**src/verilog/dac_ctl_consts.svh**
```systemverilog
// Purpose: Offsets, field positions, reset values and timing counts of the dual channel converter control.
// Assumes: APB byte addresses, one 32-bit word per register.
// Notes: Definitions only.
`ifndef DAC_CTL_CONSTS_SVH
`define DAC_CTL_CONSTS_SVH
`define ADDR_CTRL_A 12'h000
`define ADDR_CTRL_B 12'h004
`define ADDR_EVENT_CTRL 12'h00c
`define ADDR_STATUS 12'h014
`define ADDR_CH0_DATA 12'h018
`define ADDR_CH1_DATA 12'h01c
`define ADDR_OFFSET_TRIM 12'h020
`define ADDR_SLOPE_TRIM 12'h024
`define CTRL_A_RESET 8'h00
`define CTRL_A_MASK 8'h1f
`define CTRL_B_MASK 8'h63
`define EVENT_CTRL_MASK 8'h0f
`define DATA_MASK 16'h0fff
`define CLK_PERIOD_NS 20
`define CONV_TIME_NS 1000
`define CONV_CYCLES ((`CONV_TIME_NS + `CLK_PERIOD_NS - 1) / `CLK_PERIOD_NS)
`define SEL_CH0 2'h0
`define SEL_CH1 2'h1
`define SEL_DUAL 2'h2
`endif

```
**src/verilog/dac_ctl_pkg.sv**
```systemverilog
// Purpose: Types of the dual channel converter control.
// Assumes: Constants come from the header.
// Notes: None.
package dac_ctl_pkg;
    typedef struct packed {
        logic internal_route_enable;
        logic second_channel_pin_enable;
        logic first_channel_pin_enable;
        logic reduced_power_select;
        logic enable;
    } ctrl_a_t;
    typedef struct packed {
        logic [1:0] channel_selection;
        logic [1:0] event_trigger;
    } ctrl_b_t;
    typedef enum logic [1:0] {
        CH_IDLE = 2'b01,
        CH_BUSY = 2'b10
    } ch_state_t;
    typedef struct packed {
        ch_state_t state;
        logic [11:0] count;
        logic [11:0] sample;
        logic [11:0] held;
        logic updated;
        logic slot_empty;
    } chan_t;
    typedef struct packed {
        logic [31:0] prdata;
        logic pready;
        logic pslverr;
    } apb_resp_t;
    typedef struct packed {
        logic [11:0] value;
        logic [1:0] start;
    } dac_out_t;
endpackage : dac_ctl_pkg

```
**src/verilog/dac_ctl.sv**
```systemverilog
// Purpose: Register file and conversion sequencing of a two channel 12-bit converter.
// Assumes: Inputs synchronous to i_clk; APB slave with one wait state.
// Notes: Analog trim is applied by the converter; this block only stores the codes.
//
// Register access over APB was left to the implementer.
`timescale 1ns/1ps
`include "dac_ctl_consts.svh"
// Operation
// - Data write starts conversion by default.
// - Event trigger starts only after data update.
// - Two independent 12-bit channels with registers.
// - Reduced power doubles conversion time.
// - All logic on peripheral clock.
// - Offset trim: bit7 sign, magnitude bits.
// - Slope trim: bit7 sign, magnitude bits.
// - Control bits 7:5 read zero.
// - Internal route sends channel 0 inside.
// - Second pin enable drives channel 1.
// - First pin enable unless internal route.
// - DMA writes treated as processor writes.
// - Bit 1 selects reduced power.
// - Bit 0 is master enable.
// - Selection: 00 ch0, 01 ch1, 10 both.
// - Slot empty flag drives DMA request.
module dac_ctl
    import dac_ctl_pkg::*;
#(
    parameter int CONV_CYCLES = `CONV_CYCLES
) (
    input wire logic i_clk,
    input wire logic i_reset,
    input wire logic i_ce,
    input wire logic i_psel,
    input wire logic i_penable,
    input wire logic i_pwrite,
    input wire logic [11:0] i_paddr,
    input wire logic [31:0] i_pwdata,
    input wire logic [7:0] i_event,
    output logic [31:0] o_prdata,
    output logic o_pready,
    output logic o_pslverr,
    output logic [11:0] o_ch0_value,
    output logic [11:0] o_ch1_value,
    output logic [1:0] o_conv_busy,
    output logic [1:0] o_dma_request,
    output logic o_ch0_pin_enable,
    output logic o_ch1_pin_enable,
    output logic o_internal_route,
    output logic o_reduced_power,
    output logic [7:0] o_offset_trim_value,
    output logic [7:0] o_slope_trim_value
);
    typedef struct packed {
        ctrl_a_t ctrl_a;
        ctrl_b_t ctrl_b;
        logic [3:0] event_select;
        logic [7:0] offset_trim;
        logic [7:0] slope_trim;
        chan_t [1:0] ch;
        apb_resp_t resp;
    } state_t;

    state_t s_q;
    state_t s_d;

    // Tells whether a channel is included by the current selection.
    function automatic logic chan_selected(input logic [1:0] sel, input int idx);
        if (sel == `SEL_DUAL) begin
            return 1'b1;
        end else if (sel == `SEL_CH0) begin
            return idx == 0;
        end else if (sel == `SEL_CH1) begin
            return idx == 1;
        end else begin
            return 1'b0;
        end
    endfunction : chan_selected

    function automatic logic [31:0] read_mux(input state_t s, input logic [11:0] addr);
        logic [31:0] r;
        r = 32'h0;
        if (addr == `ADDR_CTRL_A) begin
            r = {27'h0, s.ctrl_a};
        end else if (addr == `ADDR_CTRL_B) begin
            r = {25'h0, s.ctrl_b.channel_selection, 3'h0, s.ctrl_b.event_trigger};
        end else if (addr == `ADDR_EVENT_CTRL) begin
            r = {28'h0, s.event_select};
        end else if (addr == `ADDR_STATUS) begin
            r = {30'h0, s.ch[1].slot_empty, s.ch[0].slot_empty};
        end else if (addr == `ADDR_CH0_DATA) begin
            r = {20'h0, s.ch[0].sample};
        end else if (addr == `ADDR_CH1_DATA) begin
            r = {20'h0, s.ch[1].sample};
        end else if (addr == `ADDR_OFFSET_TRIM) begin
            r = {24'h0, s.offset_trim};
        end else if (addr == `ADDR_SLOPE_TRIM) begin
            r = {24'h0, s.slope_trim};
        end
        return r;
    endfunction : read_mux

    function automatic logic addr_mapped(input logic [11:0] addr);
        return addr == `ADDR_CTRL_A || addr == `ADDR_CTRL_B || addr == `ADDR_EVENT_CTRL ||
            addr == `ADDR_STATUS || addr == `ADDR_CH0_DATA || addr == `ADDR_CH1_DATA ||
            addr == `ADDR_OFFSET_TRIM || addr == `ADDR_SLOPE_TRIM;
    endfunction : addr_mapped

    logic access;
    logic commit;
    logic wr;
    logic [1:0] data_wr;
    logic [1:0] ev;
    logic [11:0] conv_len;

    always_comb begin
        access = i_psel && i_penable && !s_q.resp.pready;
        // A write lands only at the edge where the master sees pready high.
        commit = i_psel && i_penable && s_q.resp.pready;
        wr = commit && i_pwrite;
        data_wr[0] = wr && i_paddr == `ADDR_CH0_DATA;
        data_wr[1] = wr && i_paddr == `ADDR_CH1_DATA;
        ev[0] = i_event[s_q.event_select[2:0]];
        ev[1] = s_q.event_select[3] ? i_event[3'(s_q.event_select[2:0] + 3'h1)] : ev[0];
        conv_len = s_q.ctrl_a.reduced_power_select ? 12'(2 * CONV_CYCLES) : 12'(CONV_CYCLES);
        s_d = s_q;
        s_d.resp.pready = access;
        s_d.resp.pslverr = access && !addr_mapped(i_paddr);
        if (access) begin
            s_d.resp.prdata = i_pwrite ? 32'h0 : read_mux(s_q, i_paddr);
        end
        if (wr && i_paddr == `ADDR_CTRL_A) begin
            s_d.ctrl_a = ctrl_a_t'(i_pwdata[4:0]);
        end else if (wr && i_paddr == `ADDR_CTRL_B) begin
            s_d.ctrl_b = {i_pwdata[6:5], i_pwdata[1:0]};
        end else if (wr && i_paddr == `ADDR_EVENT_CTRL) begin
            s_d.event_select = i_pwdata[3:0];
        end else if (wr && i_paddr == `ADDR_OFFSET_TRIM) begin
            s_d.offset_trim = i_pwdata[7:0];
        end else if (wr && i_paddr == `ADDR_SLOPE_TRIM) begin
            s_d.slope_trim = i_pwdata[7:0];
        end
        for (int i = 0; i < 2; i++) begin
            logic go;
            logic active;
            active = s_q.ctrl_a.enable && chan_selected(s_q.ctrl_b.channel_selection, i);
            go = 1'b0;
            if (data_wr[i]) begin
                s_d.ch[i].sample = i_pwdata[11:0];
                s_d.ch[i].updated = 1'b1;
                s_d.ch[i].slot_empty = 1'b0;
            end
            case (s_q.ch[i].state)
                CH_IDLE: begin
                    if (active && s_q.ch[i].updated) begin
                        go = s_q.ctrl_b.event_trigger[i] ? ev[i] : 1'b1;
                    end
                    if (go) begin
                        s_d.ch[i].state = CH_BUSY;
                        s_d.ch[i].held = s_q.ch[i].sample;
                        s_d.ch[i].count = conv_len;
                        s_d.ch[i].updated = data_wr[i];
                        s_d.ch[i].slot_empty = !data_wr[i];
                    end
                end
                CH_BUSY: begin
                    if (!active) begin
                        s_d.ch[i].state = CH_IDLE;
                    end else if (s_q.ch[i].count <= 12'h1) begin
                        s_d.ch[i].state = CH_IDLE;
                    end else begin
                        s_d.ch[i].count = s_q.ch[i].count - 12'h1;
                    end
                end
                default: begin
                    s_d.ch[i].state = CH_IDLE;
                end
            endcase
        end
    end

    always_ff @(posedge i_clk or posedge i_reset) begin
        if (i_reset) begin
            s_q <= '0;
            s_q.ctrl_a <= ctrl_a_t'(`CTRL_A_RESET);
            s_q.ch[0].state <= CH_IDLE;
            s_q.ch[1].state <= CH_IDLE;
            s_q.ch[0].slot_empty <= 1'b1;
            s_q.ch[1].slot_empty <= 1'b1;
        end else if (i_ce) begin
            s_q <= s_d;
        end
    end

    always_comb begin
        o_prdata = s_q.resp.prdata;
        o_pready = s_q.resp.pready;
        o_pslverr = s_q.resp.pslverr;
        o_ch0_value = s_q.ch[0].held;
        o_ch1_value = s_q.ch[1].held;
        o_conv_busy = {s_q.ch[1].state == CH_BUSY, s_q.ch[0].state == CH_BUSY};
        o_dma_request = {s_q.ch[1].slot_empty, s_q.ch[0].slot_empty};
        o_ch0_pin_enable = s_q.ctrl_a.enable && s_q.ctrl_a.first_channel_pin_enable &&
            !s_q.ctrl_a.internal_route_enable;
        o_ch1_pin_enable = s_q.ctrl_a.enable && s_q.ctrl_a.second_channel_pin_enable;
        o_internal_route = s_q.ctrl_a.enable && s_q.ctrl_a.internal_route_enable;
        o_reduced_power = s_q.ctrl_a.reduced_power_select;
        o_offset_trim_value = s_q.offset_trim;
        o_slope_trim_value = s_q.slope_trim;
    end

    a_pin_zero_route: assert property (@(posedge i_clk) disable iff (i_reset)
        o_internal_route |-> !o_ch0_pin_enable) else $error("pin driven while routed inside");
    a_ctrl_upper_zero: assert property (@(posedge i_clk) disable iff (i_reset)
        (o_pready && !i_pwrite && i_paddr == `ADDR_CTRL_A) |-> o_prdata[7:5] == 3'h0)
        else $error("control upper bits not zero");
    a_auto_start: assert property (@(posedge i_clk) disable iff (i_reset)
        (i_ce && s_q.ch[0].state == CH_IDLE && s_q.ch[0].updated && s_q.ctrl_a.enable &&
        chan_selected(s_q.ctrl_b.channel_selection, 0) && !s_q.ctrl_b.event_trigger[0])
        |=> o_conv_busy[0]) else $error("auto start missed");
    a_event_wait: assert property (@(posedge i_clk) disable iff (i_reset)
        (s_q.ch[0].state == CH_IDLE && s_q.ctrl_b.event_trigger[0] && !ev[0])
        |=> !o_conv_busy[0]) else $error("start without event");
    a_no_update_no_start: assert property (@(posedge i_clk) disable iff (i_reset)
        (s_q.ch[1].state == CH_IDLE && !s_q.ch[1].updated) |=> !o_conv_busy[1])
        else $error("start without new data");
    a_disabled_idle: assert property (@(posedge i_clk) disable iff (i_reset)
        (!s_q.ctrl_a.enable && !o_conv_busy[0]) |=> !o_conv_busy[0]) else $error("start while disabled");
    a_select_gate: assert property (@(posedge i_clk) disable iff (i_reset)
        (s_q.ctrl_b.channel_selection == `SEL_CH1 && !o_conv_busy[0]) |=> !o_conv_busy[0])
        else $error("unselected channel started");
    a_dma_follows: assert property (@(posedge i_clk) disable iff (i_reset)
        (i_ce && data_wr[1]) |=> !o_dma_request[1]) else $error("slot not filled");
    a_pin_one: assert property (@(posedge i_clk) disable iff (i_reset)
        o_ch1_pin_enable |-> (s_q.ctrl_a.second_channel_pin_enable && s_q.ctrl_a.enable))
        else $error("channel 1 pin without enable");
    a_long_conv: assert property (@(posedge i_clk) disable iff (i_reset)
        ($rose(o_conv_busy[0]) && o_reduced_power) |-> s_q.ch[0].count == 12'(2 * CONV_CYCLES))
        else $error("reduced power length wrong");
    c_auto: cover property (@(posedge i_clk) $rose(o_conv_busy[0]));
    c_event: cover property (@(posedge i_clk) $rose(o_conv_busy[1]) && s_q.ctrl_b.event_trigger[1]);
    c_dual: cover property (@(posedge i_clk) o_conv_busy == 2'h3);
endmodule : dac_ctl

```
**config.mk**
```make
export PLATFORM = sky130hd
export DESIGN_NAME = dac_ctl
export DESIGN_NICKNAME = d
export VERILOG_FILES = /design/src/verilog/dac_ctl_pkg.sv /design/src/verilog/dac_ctl.sv
export VERILOG_INCLUDE_DIRS = /design/src /design/src/verilog
export SDC_FILE = /design/constraint.sdc
export NUM_CORES = 1
export LEC_CHECK = 0
export BUFFER_PORTS_ARGS = -buffer_cell sky130_fd_sc_hd__buf_4
export CELL_PAD_IN_SITES_DETAIL_PLACEMENT = 1
export CELL_PAD_IN_SITES_GLOBAL_PLACEMENT = 2
export CORE_ASPECT_RATIO = 0.6
export CORE_UTILIZATION = 36
export CTS_BUF_LIST = sky130_fd_sc_hd__clkbuf_4 sky130_fd_sc_hd__clkbuf_8
export DETAILED_ROUTE_END_ITERATION = 10
export PLACE_DENSITY = 0.93
export SLEW_MARGIN = 20
export SYNTH_ARGS = -nofsm -noshare
export SYNTH_HDL_FRONTEND = slang
export SYNTH_SLANG_ARGS = --single-unit
```
**constraint.sdc**
```tcl
create_clock -name i_clk -period 4.8 [get_ports i_clk]
set_input_delay 0.24 -clock i_clk [delete_from_list [all_inputs] [get_ports i_clk]]
set_output_delay 0.24 -clock i_clk [all_outputs]
set_load 0.02 [all_outputs]
```
# Word-level counts from Yosys, hierarchy flattened
# Cells that the tools add are included.
# totals
ff_bits,143
latch_bits,0
ramBits,0
mem_bits_ro,0
in_bits,58
out_inout_bits,82
wordCells,153
mem_count,0
# classes
addsub,3
multipliers,0
div_mod_pow,0
magnitude_cmp,4
n_eq_ne,21
n_shift,0
n_mux,46
n_bitwise,4
reduce_logical,50
# op_table
op,count
2-to-1 mux 12 bit,10
one-hot mux 12 bit (2 select lines),2
"== test 12 x 5 -> 1 bit, second input constant",3
2-to-1 mux 32 bit,1
2-to-1 mux 14 bit,2
"== test 12 x 6 -> 1 bit, second input constant",2
"<= comparator 12 x 1 -> 1 bit, second input constant",2
"subtractor 12 x 1 -> 12 bit, second input constant",2
logical AND 1 bit,20
2-to-1 mux 2 bit,10
2-to-1 mux 8 bit,2
AND reduction 3 bit,5
AND reduction 5 bit,3
2-to-1 mux 1 bit,14
"== test 12 x 3 -> 1 bit, second input constant",1
"== test 12 x 4 -> 1 bit, second input constant",1
logical NOT 12 bit,1
"less-than comparator 3 x 4 -> 1 bit, second input constant",2
"inequality test 2 bit, second input constant",4
one-hot mux 2 bit (2 select lines),2
AND reduction 2 bit,4
logical OR 1 bit,7
2-to-1 mux 7 bit,1
binary-select mux 1 bit (select 3 bit),2
other kinds (11),25

# Depth between registers and ports, before layout
# Gate-level depths: netlist (run 1).
# logic_depth
depth_word,10
depth_mapped,9
depth_no_buf,7

# Worst setup path after synthesis (run 1)
# OpenSTA, ideal clock, no wires.
# synth_path
kind,register to register
start,register s_q[130] in the netlist's numbering
end,register s_q (netlist bit o_ch1_value[11])
setup_time_ns,0.125
arrival_ns,2.197
t_required_ns,4.675
setup_slack_ns,2.478
path_stages_with_launch,8
n_path_buf,1
synth_period_minus_slack_ns,2.322
cell_sequence,dfrtp_1 ha_1 mux4_1 mux2i_1 and3_1 nor2_4 buf_12 mux2_4
# synth_between
elab_chain_cells,8
word_cells_on_any_way,10
classes_between,add/sub: 1; mux: 8; reduce/logical: 1
# synth_rtl
element,line_no,source
start: declaration,dac_ctl.sv:63,state_t s_q;
adder 3 x 1 -> 3 bit,dac_ctl.sv:123,ev[1] = s_q.event_select[3] ? i_event[3'(s_q.event_select[2:0] + 3'h1)] : ev[0];
binary-select mux 1 bit (select 3 bit),dac_ctl.sv:123,
2-to-1 mux 1 bit (not written as such),dac_ctl.sv:123,
2-to-1 mux 1 bit *,dac_ctl.sv:123,
2-to-1 mux 1 bit *,dac_ctl.sv:155,go = s_q.ctrl_b.event_trigger[i] ? ev[i] : 1'b1;
2-to-1 mux 1 bit *,dac_ctl.sv:154,if (active && s_q.ch[i].updated) begin
2-to-1 mux 1 bit *,dac_ctl.sv:152,case (s_q.ch[i].state)
AND reduction 3 bit (no source line) *,--,
# Every way passes the cells marked *; elsewhere a longest branch is shown, timed or not. The select of a mux whose other input is x is not followed.
# A chain may end at the register's enable or synchronous reset.

# Final worst setup path (run 1)
# layout_path
start,register s_q[130] in the netlist's numbering
end,register s_q[62] in the netlist's numbering
# layout_between
elab_chain_cells,7
# layout_rtl
element,line_no,source
binary-select mux 1 bit (select 3 bit),dac_ctl.sv:122,ev[0] = i_event[s_q.event_select[2:0]];
2-to-1 mux 1 bit (not written as such),dac_ctl.sv:122,
2-to-1 mux 1 bit,dac_ctl.sv:155,
2-to-1 mux 1 bit,dac_ctl.sv:154,
2-to-1 mux 1 bit,dac_ctl.sv:152,
inequality test 2 bit (no source line),--,
AND reduction 5 bit (no source line),--,
# Every way passes these cells. The select of a mux whose other input is x is not followed.

==> impl_metrics.ini, run 1 <==
[cells_and_area]
final_cell_mix = dfrtp_1 (119), buf_4 (106), nand2_1 (67)
layout.cells.non_filler = 922
insertedDiodeCount = 0
fin_nets = 734
mostFrequentLayoutCell = dfrtp_1
area_growth_pct = 13.72
final_cell_area_sq_um = 7612
utilization_pct = 42.02
drive_above_1_share_pct = 33.58

[min_path]
min_from = i_pwdata[11]
worstHoldPathCells = 2
hp-class = in -> reg

[worst_setup_path]
setup.worst_path.start_class = flop
cp_data_required_time_ps = 5130
criticalPathCategory = reg -> reg
reg2reg_from = s_q[130]$_DFFE_PP0P_
startpoint = s_q[130]$_DFFE_PP0P_
end_kind = flop
crit_arrival_ps = 3270
ff2ff_path_depth = 6
crit_fanout = 13

[place]
place.gp.congestion = 0.8709
port_buffers = 99
place_area_sq_um = 7181
place_ws_ps = 1870
dp.cells = 889
dpl.hpwl_microns = 13410

[synth]
synth_fa_ha_area_share_pct = 1.308
synthSimpleGateAreaFrac_pct = 14.92
synthMuxAreaShare_pct = 14.60
ys_warn_count = 0
ys_ff_latch = 123
synth-seq-area-share_pct = 46.06
synth_top_family_by_area = simple AND/OR/NAND/NOR gates
synth_xor_area_share_pct = 1.047
syn_inst = 622
synth-edff-count = 0
synthFlopType = dfrtp_1
yosysUniqueCellTypes = 76
synthesis.area_sq_um = 6694
synthArstFlopShare_pct = 100.0
syn_avg_cell_area_sq_um = 10.76
synth-compound-area-share_pct = 10.82

[sta]
hold_violations = 0
timing.clock.skew_ps = 15.76
whs_ps = 30.81
min_period_over_period_pct = 61.15
slew_violations = 0
clock.fmax_ghz = 0.3407
worst_slew_pin_slew_ps = 1053
tns_ps = 0
fin_crit_ps = 2935
rsz0062_at_grt = no
slew-limit-headroom_pct = 29.19
finalWorstSetupSlack_ps = 1865
finalSetupViolations = 0

[floorplan]
dieHeight_microns = 107.6
die_w_microns = 178.0
start_util_pct = 36.95
die-area_sq_um = 19160
ios = 140
row_count = 38
coreArea_sq_um = 18110

[drt]
postRouteAntennaNets = 0
drtIter0Drc = 372
routed_wl_microns = 18590
wl_per_cell_microns = 20.16
drtPass1Iterations = 4
routed_via_density = 5.416
drc = 0
dr_total_vias = 4994

[global_routing]
grt_max_degree = 66
grt-ovfl-total = 0
antenna_found_initial = 0
grt_pass1_wl_microns = 29350
gr-usage-all-layers_pct = 20.32
grt_pass1_vias = 5137

[pwr]
peakVddDrop_mv = 0.1621
p_per_area_nw_per_um2 = 285.3
power_mw = 2.172
power.leakage_nw = 3.653

[clock_network]
insertion_delay_ps = 450
clock_sinks = 123
cts_tree = built
cts_buffers = 17
cts_resized = 0
clockBufferDepth = 2
cts_htree_levels = 4
clk_pin_slew_ps = 90
clock-root-buffer = clkbuf_8
post-cts-setup-buffers = 0
cts_hold_buf = 1

[outcome]
status = completed

[job]
max-cap-violations = 0
==> layout make-up <==
class                   count  area, sq um
flip-flops and latches    123         3083
fillers                  2010        10500
multi-input cells         404         2939
clock inverters            15        187.7
inverters                  16        62.56
well taps                 240        300.3
repair buffers            107        805.8
clock buffers              17        234.0
==> per-layer routing <==
| metal | part of all wire, % | global-route usage, % |
|---|---|---|
| met1 | 50 | 30.74 |
| met2 | 43 | 28.96 |
| met3 | 5.4 | 4.308 |
| met4 | 0.87 | 5.250 |
| met5 | 0 | 0 |
==> registers in the layout (all words and copies together) (netlist names) <==
register / cells
o_ch0_value: 12
o_ch1_value: 12
o_dma_request: 2
o_offset_trim_value: 8
o_prdata: 12
o_pready: 1
o_pslverr: 1
o_reduced_power: 1
o_slope_trim_value: 8
s_q: 66
==> logic make-up after synthesis <==
logic type,Yosys count
XOR/XNOR,8
other,1
AND/OR/NAND/NOR,192
AO/OA/AOI/OAI,102
multiplexers,75
buffers and inverters,114
flip-flops,123
adder cells (fa/ha/maj),7
==> power breakdown <==
part	total (mW)	internal [mW]	switching, mW
Combinational	0.126	0.0392	0.0871
Clock	1.00	0.523	0.478
Sequential	1.04	1.04	0.00487
Total	2.17	1.60	0.570
==> worst paths after layout <==
| check | slack (ps) | endpoint |
|---|---|---|
| worst min register to register | 490 | o_ch0_value[11]$_DFFE_PP0P_ |
| worst max register to register | 1860 | s_q[62]$_DFFE_PP0P_ |
| worst min-delay path | 30 | s_q[59]$_DFFE_PP0P_ |
| max in group asynchronous | 2960 | s_q[110]$_DFFE_PP0P_ |
| worst max-delay path | 1860 | s_q[62]$_DFFE_PP0P_ |
| min in group asynchronous | 490 | o_pready$_DFFE_PP0P_ |
==> synthesized netlist by cell type (all sizes together) (3+ instances only) <==
cell	instances	area, sq um
buf	85	640.6
nand3	15	75.07
a21oi	13	65.06
a221oi	4	35.03
clkbuf	13	48.80
mux4	4	101.4
nand2b	4	25.02
nor3	13	65.06
and2	5	31.28
mux2	65	803.3
o22ai	5	31.28
o211ai	7	52.55
nor2	37	148.9
or2	3	18.77
inv	16	60.06
ha	7	87.58
xnor2	8	70.07
mux2i	6	72.57
nor4	7	71.31
nand2	68	257.8
o21ai	25	128.9
dfstp	4	105.1
or4b	4	40.04
dfrtp	119	2978
nor4b	5	43.79
a22oi	14	105.1
o21a	4	30.03
nand4	6	37.54
or4	6	45.04
nor2b	5	31.28
or3	4	25.02
==> worst max-delay path, stage by stage (launching register included) <==
cell,delay (ps)
dfrtp_1,530
mux4_1,650
mux2i_4,310
a211o_1,500
buf_4,290
nand2_1,170
a221o_1,370
Power figures use the tool's default switching activity.
==> inputs of run 2 (changes only) <==
- CORE_UTILIZATION: 36 -> 33
- PLACE_DENSITY: 0.93 -> 0.9
- clock period: 4.8 -> 2.6 ns (I/O delays scaled with it)
==> run 2 against run 1 <==
Power up 78%. Die area is 9.0% higher. Register-to-register slack worse by 1800 ps. Utilization decreased by 1.4 points. Combinational power rose by 110%. Global-route usage down 0.37 points. Routed wire length up 8.6%. Via count is 3.9% higher. Highest routed layer unchanged.
==> impl_metrics.ini, run 2 (same netlist as run 1, synthesis figures left out) <==
[drt]
top_layer = met4
routed_via_density = 5.310
routed_wl_microns = 20200
met1_length_microns = 9925
drc = 0
wl_per_cell_microns = 20.67
drtPass1Iterations = 5
drtIter0Drc = 382
wl_met3_microns = 1488
wl_met2_microns = 8599
dr_total_vias = 5188
postRouteAntennaNets = 0

[global_routing]
gr-usage-all-layers_pct = 19.95
grt-ovfl-total = 0
grt_pass1_vias = 5509
grt_pass1_wl_microns = 31480
antenna_found_initial = 0
grt_max_degree = 50

[clock_network]
insertion_delay_ps = 460
clk_pin_slew_ps = 90
post-cts-setup-buffers = 0
cts_htree_levels = 4
clockBufferDepth = 2
cts_buffers = 17
clock-root-buffer = clkbuf_8
cts_tree = built
clock_sinks = 123

[place]
dpl.hpwl_microns = 15000
place.gp.congestion = 0.8649
port_buffers = 99

[pwr]
p_switching_mw = 1.145
comb_power_share_pct = 6.8
p_clk_share_pct = 43.4
p_per_area_nw_per_um2 = 490.5
seqPwrFrac_pct = 49.8
p_int_mw = 2.726
power.leakage_nw = 3.773
power_switching_share_pct = 29.58
power_mw = 3.871
peakVddDrop_mv = 0.2642

[sta]
clock.fmax_ghz = 0.3911
fin_crit_ps = 2557
finalSetupViolations = 0
slew_violations = 0
worst_slew_pin_slew_ps = 703.1
min_period_over_period_pct = 98.34
timing.clock.skew_ps = 19.60
rsz0062_at_grt = no
slew-limit-headroom_pct = 52.69
hold_violations = 0
tns_ps = 0

[worst_setup_path]
crit_fanout = 7
r2r_end = o_ch1_value[2]$_DFFE_PP0P_
reg2reg_from = s_q[130]$_DFFE_PP0P_
end_kind = flop
rrSetupSlack_ps = 40
setup.worst_path.start_class = flop
criticalPathCategory = reg -> reg
crit_arrival_ps = 2900
cp_data_required_time_ps = 2940
ff2ff_path_depth = 6

[cells_and_area]
largest_reg_flops = 66
fin_nets = 763
final_cell_mix = buf_4 (119), dfrtp_1 (119), nand2_1 (67)
area_growth_pct = 17.89
insertedDiodeCount = 0
drive_above_1_share_pct = 34.74
top_register = s_q

[min_path]
min_from = i_paddr[6]
hold_end = o_pslverr$_DFFE_PP0P_
hp-class = in -> reg
worstHoldPathCells = 3

[job]
max-cap-violations = 0

[outcome]
status = completed

[floorplan]
die_w_microns = 185.9
ios = 140
die-area_sq_um = 20880
row_count = 39
start_util_pct = 34.47
dieHeight_microns = 112.3
coreArea_sq_um = 19420
## run 2: changes by cell type in the layout (fill, tap and decap cells not counted), sizes merged
cell	before	now
clkinvlp	3	4
bufinv	3	0
nor2	37	38
dlygate4sd3	1	14
buf	106	121
clkinv	4	3
inv	21	24
## run 2: metrics by stage
stage	setup slack (ps)	hold slack (ps)	cells	utilization [%]	instance area, sq um
after detailed placement	40.33	123.2	930	37.86	7352
final	43.21	97.37	977	40.63	7891
after CTS	18.02	1.474	975	40.52	7869
after floorplan	278.3	278.5	641	-	6769
after global placement	93.64	111.2	930	37.86	7352
after global routing	2.723	81.63	977	40.63	7891
## run 2: worst max-delay path by stage
stage	slack, ps	cells past startpoint	start	to
floorplan	280	7	s_q[130]$_DFFE_PP0P_	o_ch1_value[11]$_DFFE_PP0P_
global placement	90	6	s_q[130]$_DFFE_PP0P_	o_ch1_value[10]$_DFFE_PP0P_
detailed placement	40	5	s_q[130]$_DFFE_PP0P_	o_ch1_value[10]$_DFFE_PP0P_
CTS	20	5	s_q[130]$_DFFE_PP0P_	o_ch1_value[10]$_DFFE_PP0P_
global route	3	6	s_q[130]$_DFFE_PP0P_	o_ch1_value[2]$_DFFE_PP0P_
finish	40	6	s_q[130]$_DFFE_PP0P_	o_ch1_value[2]$_DFFE_PP0P_
## run 2: timing repair
item,in CTS,in global routing
setup endpoints to repair,0,17
resized for setup,0,1
hold buffers,13,1
hold endpoints to repair,70,1
## run 2: power groups by stage
stage	logic, mW	registers, mW	clock network (mW)
after floorplan	0.142	1.97	0
after global placement	0.234	1.97	0
after detailed placement	0.243	1.97	0
after CTS	0.261	1.93	1.71
after global routing	0.285	1.93	1.80
final	0.262	1.93	1.68
## run 2: per-layer routing
layer | vias up | global-route usage (%)
met2 | 180 | 28.18
met1 | 2689 | 29.52
met4 | 0 | 4.863
met3 | 23 | 5.970
met5 | - | 0
li1 | 2296 | -
## run 2: area by class of cell
cell class | instances | area, sq um
repair buffers | 135 | 1074
clock buffers | 17 | 234.0
inverters | 16 | 63.81
well taps | 266 | 332.8
fillers | 2192 | 11530
multi-input cells | 405 | 2952
flip-flops and latches | 123 | 3083
clock inverters | 15 | 152.6
## run 2: critical path: stages (launching register included)
cell and delay, ps:
dfrtp_1 470, ha_1 370, mux4_1 350, mux2i_1 80, and3_2 290, nor2_2 540, mux2_4 350
